<file path="src/rtl/nvmem_pkg.sv">
// Shared constants and types for the two-wire byte memory slave
package nvmem_pkg;

  // Array geometry
  localparam int MEM_DEPTH  = 512;
  localparam int ADDR_W     = 9;
  localparam int DATA_W     = 8;

  // Serial framing
  localparam logic [3:0] BITS_PER_BYTE = 4'h8;
  localparam logic [3:0] BIT_CNT_RESET = 4'h0;

  // Device word field positions
  localparam int DEV_TYPE_MSB = 7;
  localparam int DEV_TYPE_LSB = 4;
  localparam int DEV_SEL_HI   = 3;
  localparam int DEV_SEL_LO   = 2;
  localparam int DEV_ADDR_HI  = 1;
  localparam int DEV_RW       = 0;

  // Reset values and last address
  localparam logic [ADDR_W-1:0] ADDR_RESET = 9'h000;
  localparam logic [ADDR_W-1:0] ADDR_LAST  = 9'h1ff;
  localparam logic [DATA_W-1:0] BYTE_RESET = 8'h00;

  // Write buffer depth
  localparam int FIFO_DEPTH = 8;

  // One buffered write: target location and byte
  typedef struct packed {
    logic [ADDR_W-1:0] addr;
    logic [DATA_W-1:0] data;
  } wrEntry_t;

  typedef enum logic [3:0] {
    ST_IDLE,
    ST_DEV,
    ST_DEV_ACK,
    ST_ADDR,
    ST_ADDR_ACK,
    ST_WDATA,
    ST_WDATA_ACK,
    ST_RDATA,
    ST_RDATA_ACK
  } slvState_t;

endpackage

</file>
<file path="src/rtl/i2c_nvmem_slave.sv">
// Two-wire slave front end and 512 x 8 storage array
// Function
// - 512 bytes, contents survive without backup
// - Slave only, never drives the clock
// - Data changes only while clock low
// - Sample on rising, drive on falling
// - Data line is open drain, bidirectional
// - Start is data falling, clock high
// - Stop is data rising, clock high
// - Stop during read ends read, standby
// - Stop during write ends write, standby
// - No programming wait after write stop
// - Answer only when select bits match
// - Select mismatch means no operation
// - Open select pins read as low
// - Write lock high refuses every write
// - Reads allowed whatever write lock level
// - Open write lock pin reads low
// - Receiver pulls data low on ninth clock
// - Device word: type, select, high bit, rw
// - Wrong type or select stays in standby
// - Address advances per byte, wraps to zero
`timescale 1ns/1ps
module i2c_nvmem_slave #(
  parameter logic [3:0] TYPE_CODE = 4'h5  // Arbitrary value
) (
  // Clock and reset
  input  wire logic mclk,
  input  wire logic rst_n,
  // Serial bus
  input  wire logic sclPin,
  input  wire logic sdaIn,
  output logic      sdaOut,
  output logic      sdaOe,
  // Straps and write lock
  input  wire logic select_pin_low,
  input  wire logic select_pin_high,
  input  wire logic writeLockPin
);

  logic [1:0] sclSync_q;
  logic [1:0] sdaSync_q;
  logic [1:0] wlSync_q;
  logic [1:0] selLoSync_q;
  logic [1:0] selHiSync_q;
  logic       sclPrev_q;
  logic       sdaPrev_q;

  logic sclS;
  logic sdaS;
  logic wlS;
  logic sclRise;
  logic sclFall;
  logic startDet;
  logic stopDet;

  nvmem_pkg::slvState_t state_q;
  logic [3:0]                      bitCnt_q;
  logic [7:0]                      shift_q;
  logic [7:0]                      tx_q;
  logic                            hiBit_q;
  logic                            sdaOe_q;
  logic                            masterNack_q;
  logic [nvmem_pkg::ADDR_W-1:0]    addr_q;
  logic [nvmem_pkg::DATA_W-1:0]    mem [nvmem_pkg::MEM_DEPTH];

  logic                            byteDone;
  logic                            devMatch;
  logic [nvmem_pkg::ADDR_W-1:0]    readAddr;
  logic                            readLoad;
  logic                            wrByteEnd;
  logic                            pushValid;
  logic                            pushReady;
  nvmem_pkg::wrEntry_t             pushEntry;
  logic                            popValid;
  logic                            popReady;
  nvmem_pkg::wrEntry_t             popEntry;

  // Two-stage synchronisers; pads carry the pull-downs
  always_ff @(posedge mclk) begin
    if (!rst_n) begin
      sclSync_q   <= 2'h3;
      sdaSync_q   <= 2'h3;
      wlSync_q    <= 2'h0;
      selLoSync_q <= 2'h0;
      selHiSync_q <= 2'h0;
    end else begin
      sclSync_q   <= {sclSync_q[0], sclPin};
      sdaSync_q   <= {sdaSync_q[0], sdaIn};
      wlSync_q    <= {wlSync_q[0], writeLockPin};
      selLoSync_q <= {selLoSync_q[0], select_pin_low};
      selHiSync_q <= {selHiSync_q[0], select_pin_high};
    end
  end

  assign sclS = sclSync_q[1];
  assign sdaS = sdaSync_q[1];
  assign wlS  = wlSync_q[1];

  always_ff @(posedge mclk) begin
    if (!rst_n) begin
      sclPrev_q <= 1'b1;
      sdaPrev_q <= 1'b1;
    end else begin
      sclPrev_q <= sclS;
      sdaPrev_q <= sdaS;
    end
  end

  // Edges of the master's clock pace every bit
  assign sclRise  = sclS && !sclPrev_q;
  assign sclFall  = !sclS && sclPrev_q;
  assign startDet = sclS && sclPrev_q && sdaPrev_q && !sdaS;
  assign stopDet  = sclS && sclPrev_q && !sdaPrev_q && sdaS;

  assign byteDone = (bitCnt_q == nvmem_pkg::BITS_PER_BYTE);

  // Device word: type, two select bits, high address bit, direction
  assign devMatch =
    (shift_q[nvmem_pkg::DEV_TYPE_MSB:nvmem_pkg::DEV_TYPE_LSB] == TYPE_CODE) &&
    (shift_q[nvmem_pkg::DEV_SEL_HI] == selHiSync_q[1]) &&
    (shift_q[nvmem_pkg::DEV_SEL_LO] == selLoSync_q[1]);

  // Current-address reads take the high bit from the device word
  assign readAddr = (state_q == nvmem_pkg::ST_DEV_ACK) ?
                    {hiBit_q, addr_q[7:0]} : addr_q;
  assign readLoad = sclFall && !startDet && !stopDet &&
                    (((state_q == nvmem_pkg::ST_DEV_ACK) && shift_q[nvmem_pkg::DEV_RW]) ||
                     ((state_q == nvmem_pkg::ST_RDATA_ACK) && !masterNack_q));
  assign wrByteEnd = sclFall && (state_q == nvmem_pkg::ST_WDATA) && byteDone;

  // Locked writes are acknowledged but never buffered
  assign pushValid      = wrByteEnd && !wlS;
  assign pushEntry.addr = addr_q;
  assign pushEntry.data = shift_q;

  // Main sequencer; start and stop override any bit activity
  always_ff @(posedge mclk) begin
    if (!rst_n) begin
      state_q <= nvmem_pkg::ST_IDLE;
    end else if (startDet) begin
      state_q <= nvmem_pkg::ST_DEV;
    end else if (stopDet) begin
      state_q <= nvmem_pkg::ST_IDLE;
    end else if (sclFall) begin
      unique case (state_q)
        nvmem_pkg::ST_IDLE: begin
          state_q <= nvmem_pkg::ST_IDLE;
        end
        nvmem_pkg::ST_DEV: begin
          if (byteDone) begin
            state_q <= devMatch ? nvmem_pkg::ST_DEV_ACK : nvmem_pkg::ST_IDLE;
          end
        end
        nvmem_pkg::ST_DEV_ACK: begin
          state_q <= shift_q[nvmem_pkg::DEV_RW] ? nvmem_pkg::ST_RDATA : nvmem_pkg::ST_ADDR;
        end
        nvmem_pkg::ST_ADDR: begin
          if (byteDone) begin
            state_q <= nvmem_pkg::ST_ADDR_ACK;
          end
        end
        nvmem_pkg::ST_ADDR_ACK: begin
          state_q <= nvmem_pkg::ST_WDATA;
        end
        nvmem_pkg::ST_WDATA: begin
          if (byteDone) begin
            state_q <= nvmem_pkg::ST_WDATA_ACK;
          end
        end
        nvmem_pkg::ST_WDATA_ACK: begin
          state_q <= nvmem_pkg::ST_WDATA;
        end
        nvmem_pkg::ST_RDATA: begin
          if (byteDone) begin
            state_q <= nvmem_pkg::ST_RDATA_ACK;
          end
        end
        nvmem_pkg::ST_RDATA_ACK: begin
          state_q <= masterNack_q ? nvmem_pkg::ST_IDLE : nvmem_pkg::ST_RDATA;
        end
      endcase
    end
  end

  // Bit counter: counts received or sent bits of the current byte
  always_ff @(posedge mclk) begin
    if (!rst_n) begin
      bitCnt_q <= nvmem_pkg::BIT_CNT_RESET;
    end else if (startDet || stopDet) begin
      bitCnt_q <= nvmem_pkg::BIT_CNT_RESET;
    end else if (sclRise && !byteDone &&
                 (state_q inside {nvmem_pkg::ST_DEV, nvmem_pkg::ST_ADDR,
                                  nvmem_pkg::ST_WDATA, nvmem_pkg::ST_RDATA})) begin
      bitCnt_q <= bitCnt_q + 4'h1;
    end else if (sclFall && byteDone) begin
      bitCnt_q <= nvmem_pkg::BIT_CNT_RESET;
    end
  end

  // Incoming bits are taken on the rising edge
  always_ff @(posedge mclk) begin
    if (!rst_n) begin
      shift_q <= nvmem_pkg::BYTE_RESET;
    end else if (sclRise && !byteDone &&
                 (state_q inside {nvmem_pkg::ST_DEV, nvmem_pkg::ST_ADDR,
                                  nvmem_pkg::ST_WDATA})) begin
      shift_q <= {shift_q[6:0], sdaS};
    end
  end

  // Master's acknowledge after each read byte
  always_ff @(posedge mclk) begin
    if (!rst_n) begin
      masterNack_q <= 1'b1;
    end else if (sclRise && (state_q == nvmem_pkg::ST_RDATA_ACK)) begin
      masterNack_q <= sdaS;
    end
  end

  // Upper address bit from the device word
  always_ff @(posedge mclk) begin
    if (!rst_n) begin
      hiBit_q <= 1'b0;
    end else if (sclFall && (state_q == nvmem_pkg::ST_DEV) && byteDone && devMatch) begin
      hiBit_q <= shift_q[nvmem_pkg::DEV_ADDR_HI];
    end
  end

  // Address pointer holds the next location to touch
  always_ff @(posedge mclk) begin
    if (!rst_n) begin
      addr_q <= nvmem_pkg::ADDR_RESET;
    end else if (sclFall && (state_q == nvmem_pkg::ST_ADDR) && byteDone) begin
      addr_q <= {hiBit_q, shift_q};
    end else if (wrByteEnd && (pushReady || wlS)) begin
      addr_q <= addr_q + 9'h001;
    end else if (readLoad) begin
      addr_q <= readAddr + 9'h001;
    end
  end

  // Transmit byte is fetched on the falling edge that starts it
  always_ff @(posedge mclk) begin
    if (!rst_n) begin
      tx_q <= nvmem_pkg::BYTE_RESET;
    end else if (readLoad) begin
      tx_q <= mem[readAddr];
    end
  end

  // Data line drive: only ever pulled low, updated on falling edges
  always_ff @(posedge mclk) begin
    if (!rst_n) begin
      sdaOe_q <= 1'b0;
    end else if (startDet || stopDet) begin
      sdaOe_q <= 1'b0;
    end else if (sclFall) begin
      unique case (state_q)
        nvmem_pkg::ST_DEV: begin
          sdaOe_q <= byteDone && devMatch;
        end
        nvmem_pkg::ST_ADDR: begin
          sdaOe_q <= byteDone;
        end
        nvmem_pkg::ST_WDATA: begin
          // Full buffer answers not-acknowledge unless write lock is high
          sdaOe_q <= byteDone && (pushReady || wlS);
        end
        nvmem_pkg::ST_DEV_ACK: begin
          sdaOe_q <= shift_q[nvmem_pkg::DEV_RW] && !mem[readAddr][7];
        end
        nvmem_pkg::ST_RDATA: begin
          // Release for the master's acknowledge, else next bit
          sdaOe_q <= !byteDone && (bitCnt_q != 4'h0) &&
                     !tx_q[3'h7 - bitCnt_q[2:0]];
        end
        nvmem_pkg::ST_RDATA_ACK: begin
          sdaOe_q <= !masterNack_q && !mem[readAddr][7];
        end
        default: begin
          sdaOe_q <= 1'b0;
        end
      endcase
    end
  end

  // Open drain: the pad only ever sinks
  assign sdaOut = 1'b0;
  assign sdaOe  = sdaOe_q;

  // Buffered writes land in the array with no programming wait
  wr_fifo #(
    .WIDTH ($bits(nvmem_pkg::wrEntry_t)),
    .DEPTH (nvmem_pkg::FIFO_DEPTH)
  ) u_wr_fifo (
    .mclk     (mclk),
    .rst_n    (rst_n),
    .inValid  (pushValid),
    .inReady  (pushReady),
    .inData   (pushEntry),
    .outValid (popValid),
    .outReady (popReady),
    .outData  (popEntry)
  );

  // Read fetch owns the array port, so draining pauses for it
  assign popReady = !readLoad;

  // Storage is never cleared by reset
  always_ff @(posedge mclk) begin
    if (popValid && popReady) begin
      mem[popEntry.addr] <= popEntry.data;
    end
  end

  property p_start_to_dev;
    @(posedge mclk) disable iff (!rst_n)
    startDet |=> (state_q == nvmem_pkg::ST_DEV) && (bitCnt_q == 4'h0) && !sdaOe;
  endproperty
  a_start_to_dev: assert property (p_start_to_dev) else $error("start not taken");
  property p_stop_to_idle;
    @(posedge mclk) disable iff (!rst_n)
    stopDet && !startDet |=> (state_q == nvmem_pkg::ST_IDLE) && !sdaOe;
  endproperty
  a_stop_to_idle: assert property (p_stop_to_idle) else $error("stop not honoured");
  property p_drive_changes_scl_low;
    @(posedge mclk) disable iff (!rst_n)
    $changed(sdaOe) |-> !$past(sclS) || $past(startDet) || $past(stopDet);
  endproperty
  a_drive_changes_scl_low: assert property (p_drive_changes_scl_low)
    else $error("drive while scl high");
  property p_locked_no_push;
    @(posedge mclk) disable iff (!rst_n)
    wrByteEnd && wlS |-> !pushValid ##1 (addr_q == $past(addr_q) + 9'h001);
  endproperty
  a_locked_no_push: assert property (p_locked_no_push) else $error("locked byte stored");
  property p_mismatch_standby;
    @(posedge mclk) disable iff (!rst_n)
    sclFall && !startDet && !stopDet && (state_q == nvmem_pkg::ST_DEV) && byteDone && !devMatch
      |=> (state_q == nvmem_pkg::ST_IDLE) && !sdaOe;
  endproperty
  a_mismatch_standby: assert property (p_mismatch_standby) else $error("mismatch acked");
  property p_ack_low;
    @(posedge mclk) disable iff (!rst_n)
    $changed(state_q) && (state_q inside {nvmem_pkg::ST_DEV_ACK, nvmem_pkg::ST_ADDR_ACK})
      |-> sdaOe;
  endproperty
  a_ack_low: assert property (p_ack_low) else $error("ack not driven");
  property p_addr_wrap;
    @(posedge mclk) disable iff (!rst_n)
    pushValid && pushReady && (addr_q == nvmem_pkg::ADDR_LAST) |=> addr_q == nvmem_pkg::ADDR_RESET;
  endproperty
  a_addr_wrap: assert property (p_addr_wrap) else $error("address did not wrap");
  property p_idle_released;
    @(posedge mclk) disable iff (!rst_n)
    (state_q == nvmem_pkg::ST_IDLE) && $past(state_q == nvmem_pkg::ST_IDLE) |-> !sdaOe;
  endproperty
  a_idle_released: assert property (p_idle_released) else $error("line held in standby");
  property p_drain_writes;
    @(posedge mclk) disable iff (!rst_n)
    popValid && !readLoad |=> mem[$past(popEntry.addr)] == $past(popEntry.data);
  endproperty
  a_drain_writes: assert property (p_drain_writes) else $error("buffered byte lost");

endmodule

</file>
<file path="src/rtl/wr_fifo.sv">
// Synchronous FIFO with valid/ready on both sides
`timescale 1ns/1ps
module wr_fifo #(
  parameter int WIDTH = 17,
  parameter int DEPTH = 8
) (
  // Clock and reset
  input  wire logic             mclk,
  input  wire logic             rst_n,
  // Fill side
  input  wire logic             inValid,
  output logic                  inReady,
  input  wire logic [WIDTH-1:0] inData,
  // Drain side
  output logic                  outValid,
  input  wire logic             outReady,
  output logic      [WIDTH-1:0] outData
);
  localparam int PW = $clog2(DEPTH);

  logic [WIDTH-1:0] store [DEPTH];
  logic [PW:0]      wrPtr_q;
  logic [PW:0]      rdPtr_q;
  logic             full;
  logic             empty;
  logic             doPush;
  logic             doPop;

  assign empty    = (wrPtr_q == rdPtr_q);
  assign full     = (wrPtr_q[PW-1:0] == rdPtr_q[PW-1:0]) && (wrPtr_q[PW] != rdPtr_q[PW]);
  assign inReady  = !full;
  assign outValid = !empty;
  assign outData  = store[rdPtr_q[PW-1:0]];
  assign doPush   = inValid && !full;
  assign doPop    = outReady && !empty;

  always_ff @(posedge mclk) begin
    if (doPush) begin
      store[wrPtr_q[PW-1:0]] <= inData;
    end
  end

  always_ff @(posedge mclk) begin
    if (!rst_n) begin
      wrPtr_q <= '0;
    end else if (doPush) begin
      wrPtr_q <= wrPtr_q + 1'b1;
    end
  end

  always_ff @(posedge mclk) begin
    if (!rst_n) begin
      rdPtr_q <= '0;
    end else if (doPop) begin
      rdPtr_q <= rdPtr_q + 1'b1;
    end
  end

  property p_full_refuses;
    @(posedge mclk) disable iff (!rst_n)
    full |-> !inReady ##1 $stable(wrPtr_q);
  endproperty
  a_full_refuses: assert property (p_full_refuses) else $error("fifo accepted while full");

endmodule

</file>
<file path="config.mk">
export PLATFORM = sky130hd
export DESIGN_NAME = i2c_nvmem_slave
export DESIGN_NICKNAME = d
export VERILOG_FILES = /design/src/rtl/nvmem_pkg.sv /design/src/rtl/i2c_nvmem_slave.sv /design/src/rtl/wr_fifo.sv
export SDC_FILE = /design/constraint.sdc
export NUM_CORES = 2
export LEC_CHECK = 0
export BUFFER_PORTS_ARGS = -buffer_cell sky130_fd_sc_hd__clkbuf_2
export CAP_MARGIN = 25
export CORE_ASPECT_RATIO = 0.9
export CORE_MARGIN = 2
export CORE_UTILIZATION = 53
export CTS_CLUSTER_SIZE = 30
export DETAILED_ROUTE_END_ITERATION = 10
export PLACE_DENSITY_LB_ADDON = 0.3
export SLEW_MARGIN = 25
export SYNTH_ARGS = -nofsm -noshare
export SYNTH_HDL_FRONTEND = slang
export SYNTH_MEMORY_MAX_BITS = 65536
export SYNTH_SLANG_ARGS = --single-unit
</file>
<file path="constraint.sdc">
create_clock -name mclk -period 10.1 [get_ports mclk]
set_clock_uncertainty 0.05 [all_clocks]
set_input_delay 1.01 -clock mclk [delete_from_list [all_inputs] [get_ports mclk]]
set_output_delay 1.01 -clock mclk [all_outputs]
set_load 0.005 [all_outputs]
</file>
== After elaboration in Yosys (flattened, before gate mapping) ==
Memories as Yosys holds them, arrays and structs flattened. A register that Yosys moved wholly into a read port is not among the register bits.
Cells that the tools add are included.
Storage, ports and cells
  flip-flop bits (word level): 56
  memory bits (writable): 4232
  input bits: 7
  output and inout port bits: 2
  logic and storage cells: 143
  memories kept: 2
Memories
  mem: depth 512, bits a word 8, read ports 1, clocked after Yosys merged registers in 0, wr ports 1, RTL line i2c_nvmem_slave.sv:65  | logic [nvmem_pkg::DATA_W-1:0] mem [nvmem_pkg::MEM_DEPTH];
  u_wr_fifo.store: depth 8, bits a word 17, read ports 1, clocked after Yosys merged registers in 1, wr ports 1, RTL line wr_fifo.sv:21  | logic [WIDTH-1:0] store [DEPTH];
Cells by class
  add/subtract/negate cells: 6
  magnitude comparators: 1
  equality and inequality tests: 23
  multiplexer cells: 26
  bitwise gates (word level): 1
  reduce and logical (&&, ||, !) cells: 66
Operators with widths (count)
  logical AND 1 bit: 37
  two-way mux 9 bit: 4
  one-hot mux 4 bit (8 select lines): 1
  two-way mux 4 bit: 6
  equality test 4 x 3 -> 1 bit, second input constant: 5
  adder 9 x 1 -> 9 bit, second input constant: 2
  != test 4 bit, second input constant: 4
  zero test 1 bit: 14
  adder 4 x 1 -> 4 bit, second input constant: 3
  two-way mux 3 bit: 4
  AND reduction 5 bit: 2
  nonzero test 3 bit: 3
  equality test 4 x 2 -> 1 bit, second input constant: 2
  equality test 4 bit, second input constant: 2
  two-way mux 1 bit: 8
  != test 2 bit, second input constant: 4
  nonzero test 4 bit: 2
  one-hot mux 1 bit (6 select lines): 1
  equality test 4 x 1 -> 1 bit, second input constant: 1
  equality test 4 bit: 1
  zero test 4 bit: 1
  < comparator 3 x 4 -> 1 bit, second input constant: 1
  OR reduction 2 bit: 2
  binary-select mux 1 bit (select 3 bit): 1
  9 further kinds: 12

== Depth between registers and ports, before layout ==
  depth in word-level cells: 11
  depth in mapped cells: 15

== Modules after synthesis ==
From an unflattened synthesis, not the netlist that was laid out.
Unflattened totals
  cells, all modules: 7725
  area total of the unflattened synthesis: 166643.6 um2
By module, submodules not included
  i2c_nvmem_slave: instances 1, cells an instance 7444, area an instance 160631.6 um2, seq. area each 123958.9 um2
  wr_fifo: instances 1, cells an instance 281, area an instance 6012.0 um2, seq. area each 4304.1 um2

== Worst setup path after synthesis ==
No wires, ideal clock.
  kind: reg2reg
  start: register (tool-made name)
  end: memory mem[0][0] (netlist name), data pin
  library setup time: 0.911 ns
  arrival: 5.230 ns
  required time: 9.139 ns
  setup slack: 3.909 ns
  cell stages (with the launch flop): 7
  buffers on the path: 4
  cell sequence: dfxtp_1 buf_2 buf_2 buf_2 buf_2 mux4_2 mux2_2
RTL lines (RTL line)
  end, declared: i2c_nvmem_slave.sv:65

== Final worst setup path ==
  start: register addr_q[1] (netlist name)
  end: register tx_q[6], read port of mem
On the way
  cells in the longest elaborated chain, start to end: 2
Ends and longest elaborated chain
  start, declared: RTL line i2c_nvmem_slave.sv:64  | logic [nvmem_pkg::ADDR_W-1:0] addr_q;
  start signal, assigned: RTL line i2c_nvmem_slave.sv:233  | addr_q <= nvmem_pkg::ADDR_RESET;
  start signal, assigned: RTL line i2c_nvmem_slave.sv:235  | addr_q <= {hiBit_q, shift_q};
  start signal, assigned: RTL line i2c_nvmem_slave.sv:237  | addr_q <= addr_q + 9'h001;
  two-way mux 9 bit: RTL line i2c_nvmem_slave.sv:125  | assign readAddr = (state_q == nvmem_pkg::ST_DEV_ACK) ?
  memory (512 x 8 bit)
  end, declared: RTL line i2c_nvmem_slave.sv:60  | logic [7:0] tx_q;
Every way passes these cells.
A chain may end at the register's enable or synchronous reset.

==> impl_metrics.yaml <==
outcome:
  outcome: "finished clean"
drt:
  vias: 83049
  drc: 0
  ant_nets: 0
  firstDrtPassIters: 8
  viasPerCell: 6.745
  routed_wl_um: 447200
  drtIter0Drc: 14428
  wl_per_cell_um: 36.32
critical_path:
  r2r_end: "tx_q[6]$_SDFFE_PN0P_"
  cp-end-kind: "flip-flop"
  worst-path-buf-inv: 2
  start_kind: "flip-flop"
  worstRegToRegCells: 10
  cp_max_fo: 104
  critPathSlowestCell: "nor3b_1"
  path_cells: "buf_12 -> buf_4 -> mux4_2 -> nand2b_1 -> nand3_1 -> nand3_1 -> o221ai_1 -> nor3b_1 -> o311ai_1 -> a32o_1"
  critPathTopFamily: "simple AND/OR/NAND/NOR gates"
  worstSetupPathType: "reg -> reg"
  worstPathArrival_ns: 6.32
  r2r_start: "addr_q[1]$_SDFFE_PN0P_"
  crit_end: "tx_q[6]$_SDFFE_PN0P_"
  crit_required_ns: 10.94
  path_depth: 10
  reg2reg_slack_ns: 4.62
  crit_top_cell: "nand3_1"
  max_stage_delay_ns: 1.02
  startpoint: "addr_q[1]$_SDFFE_PN0P_"
die:
  die_area_mm2: 0.3190
  core_area_mm2: 0.3133
  start_util: 0.5321
  rows: 195
  die_h_um: 536.0
  io_pins: 9
  die_x_um: 595.2
sta:
  hold_viol: 0
  max_slew.worst_pin.slew_ns: 1.212
  min_period_ns: 5.478
  rsz0062_at_grt: "no"
  finalCritPeriodShare: 0.5424
  tns_ns: 0
  finalSetupViolations: 0
  final-max-slew-violation-count: 0
  relSlewSlack: 0.1903
  max_freq_mhz: 182.6
cts:
  post_cts_buffers: 0
  cts_resized: 0
  cts.path.max_buffers: 4
  cts_tree: "yes"
  cts_made_buffers: 411
  clock_latency_ns: 1.01
  holdBufCountCts: 0
  clkTransAtPathRegs_ns: 0.06
  cts.sinks: 4291
  clockRootBuffer: "clkbuf_16"
  htree_levels: 5
placed_design:
  dpl.hpwl_um: 261300
  gp_congestion: 0.8911
  port-buffer-count: 7
grt:
  met2_usage: 0.4085
  antenna_found_initial: 32
  track_usage: 0.2801
  grt-ovfl-total: 0
  grt_pass1_wl_um: 629100
  use_met1: 0.4032
  grt_max_degree: 204
  busiest_layer: "met2"
  grt_pass1_vias: 81397
  met3_usage: 0.08473
finish:
  drive_above_1_share: 0.2397
  final_nets: 7841
  area_delta_synth_final_pct: 10.91
power:
  p_leak_nw: 55.25
  pwr_density_cell_mw_per_mm2: 195.0
  switching_share: 0.2078
  p_seq_frac: 0.552
  p_clk_frac: 0.424
  total_power_mw: 36.06
  peakVddDrop_mv: 0.1742
  switchingPower_mw: 7.494
  p_comb_frac: 0.024
  internal_power_mw: 28.57
min_path:
  hold_start: "sdaIn"
  hp-class: "in -> reg"
  holdPathStages: 2
yosys:
  yosysSeqAreaShare: 0.7694
  avgSynthCellArea_um2: 21.65
  synth_nets: 7713
  synth_area_mm2: 0.1667
  syn_inst: 7701
  synth-edff-count: 4232
  ys_types: 78
  ys.flop_type: "edfxtp_1"
  async_flop_share: 0
  synth_seq_cells: 4291
  synth_warnings: 0
job:
  max_cap_violations: 0
==> cells in the mapped netlist (5+ instances only) <==
master     instances  area share
buf_2            115      0.0035
clkbuf_1         190      0.0043
buf_1             37     0.00083
a211oi_1          14     0.00063
or3_1              6     0.00023
a32oi_1           13     0.00068
a21boi_0          13     0.00059
mux2_2            24      0.0016
xor2_1             7     0.00037
o2111ai_1          5     0.00026
ha_1               5     0.00038
edfxtp_1        4232        0.76
o21ai_1           12     0.00036
buf_4             78      0.0035
nor4_1             9     0.00034
nand4_1           12     0.00045
a21oi_1           79      0.0024
buf_6             42      0.0028
a2111oi_0         10     0.00053
nor3_1            27     0.00081
nor2_1           601       0.014
nand3_1           58      0.0017
dfxtp_1           59      0.0071
a221oi_1          55      0.0029
o211ai_1          11     0.00050
inv_1              8     0.00018
a22o_1             7     0.00037
or2_2              6     0.00023
a31oi_1           22     0.00083
nor2b_1           28      0.0011
o221ai_1          21      0.0011
and3_1             7     0.00026
o21ai_0           62      0.0019
o22ai_1           36      0.0014
nand2_1          218      0.0049
mux2i_1          272       0.016
nand2b_1          27      0.0010
mux4_2          1111        0.15
and2_1            20     0.00075
xnor2_1            9     0.00047
a22oi_1           63      0.0028
==> power by group through the flow <==
| stage | sequential, mW | clock [mW] | combinational, mW |
|---|---|---|---|
| after floorplan | 20.4 | 0 | 0.372 |
| after global placement | 20.3 | 0 | 0.789 |
| after detailed placement | 20.3 | 0 | 0.845 |
| after CTS | 19.9 | 15.4 | 0.841 |
| after global routing | 19.9 | 16.1 | 0.913 |
| final | 19.9 | 15.3 | 0.868 |
==> per-stage QoR <==
step	cells	setup slack [ns]	util	hold WS [ns]	instance area, µm²
after floorplan	7701	3.910	-	0.3363	166700
after global placement	11546	4.432	0.5469	0.3686	171300
after detailed placement	11548	4.829	0.5471	0.3455	171400
after CTS	12292	4.817	0.5895	0.1312	184700
after global routing	12301	4.504	0.5901	0.1387	184900
final	12312	4.622	0.5902	0.1487	184900
==> kinds of logic after synthesis <==
kind of cell	after synthesis	synth area share
compound gates	472	0.01987
xor+xnor	16	0.0008407
fa+ha+maj	5	0.0003753
buf+inv	474	0.01533
flops	4291	0.7694
mux	1407	0.1681
other cells	1	0.00002250
simple gates	1035	0.02608
==> worst min-delay path by stage <==
| stage | to | slack (ns) |
|---|---|---|
| after floorplan | sclSync_q[1]$_SDFF_PN1_ | 0.34 |
| final | sdaSync_q[0]$_SDFF_PN1_ | 0.15 |
| after global placement | sclSync_q[1]$_SDFF_PN1_ | 0.37 |
| after CTS | sdaSync_q[0]$_SDFF_PN1_ | 0.13 |
| after detailed placement | sclSync_q[1]$_SDFF_PN1_ | 0.35 |
| after global routing | sdaSync_q[0]$_SDFF_PN1_ | 0.14 |
==> per-layer routing <==
metal | up-vias | wire length, µm
met3 | 895 | 62440
met4 | 18 | 18730
met1 | 43830 | 165000
li1 | 32459 | -
met2 | 5847 | 200900
met5 | - | 120
==> state kept, by name, indices dropped and copies added, names as in the netlist, 4 cells and up, named ones only <==
| signal | count |
|---|---|
| addr_q | 9 |
| u_wr_fifo.store | 136 |
| u_wr_fifo.wrPtr_q | 4 |
| state_q | 4 |
| shift_q | 8 |
| u_wr_fifo.rdPtr_q | 4 |
| tx_q | 8 |
| bitCnt_q | 4 |
| mem | 4096 |
==> final cells by class <==
cell class,instances,area (µm²)
clock inverters,253,2618
well taps,4137,5176
fillers,21735,128400
repair buffers,179,1733
flip-flops and latches,4291,128300
inverters,10,50.05
multi-input cells,2936,36310
clock buffers,491,10680
diodes,15,37.54
==> cells in the final DEF, fill, tap and decap left out, types with 11 or more instances in the layout <==
cell        instances
o22ai_1            35
a31oi_1            22
clkbuf_16         415
dfxtp_1            50
o211ai_1           11
clkbuf_1           75
nand2_1           200
nand3_1            58
diode_2            15
mux4_2           1111
nand4_1            12
a21oi_1            79
edfxtp_1         4232
buf_4             139
nand2b_1           26
a221oi_1           54
a211oi_1           13
clkinv_2           57
o221ai_1           21
a32oi_1            13
clkinv_1          102
and2_1             18
nor3_1             24
buf_12             23
mux2i_1           271
clkinv_16          12
o21ai_1            14
nor2b_1            22
a22oi_1            63
clkinvlp_4         24
bufinv_16          39
o21ai_0            60
nor2_1            590
nand2_4            14
a21boi_0           13
mux2_2             16
==> worst register-to-register path, stage by stage, from the launching register on <==
cell	delay [ns]
dfxtp_4	0.81
buf_12	0.62
buf_4	0.83
mux4_2	0.51
nand2b_1	0.21
nand3_1	0.13
nand3_1	0.12
o221ai_1	0.38
nor3b_1	1.02
o311ai_1	0.33
a32o_1	0.34
No activity file was read; power rests on OpenSTA's default activity.
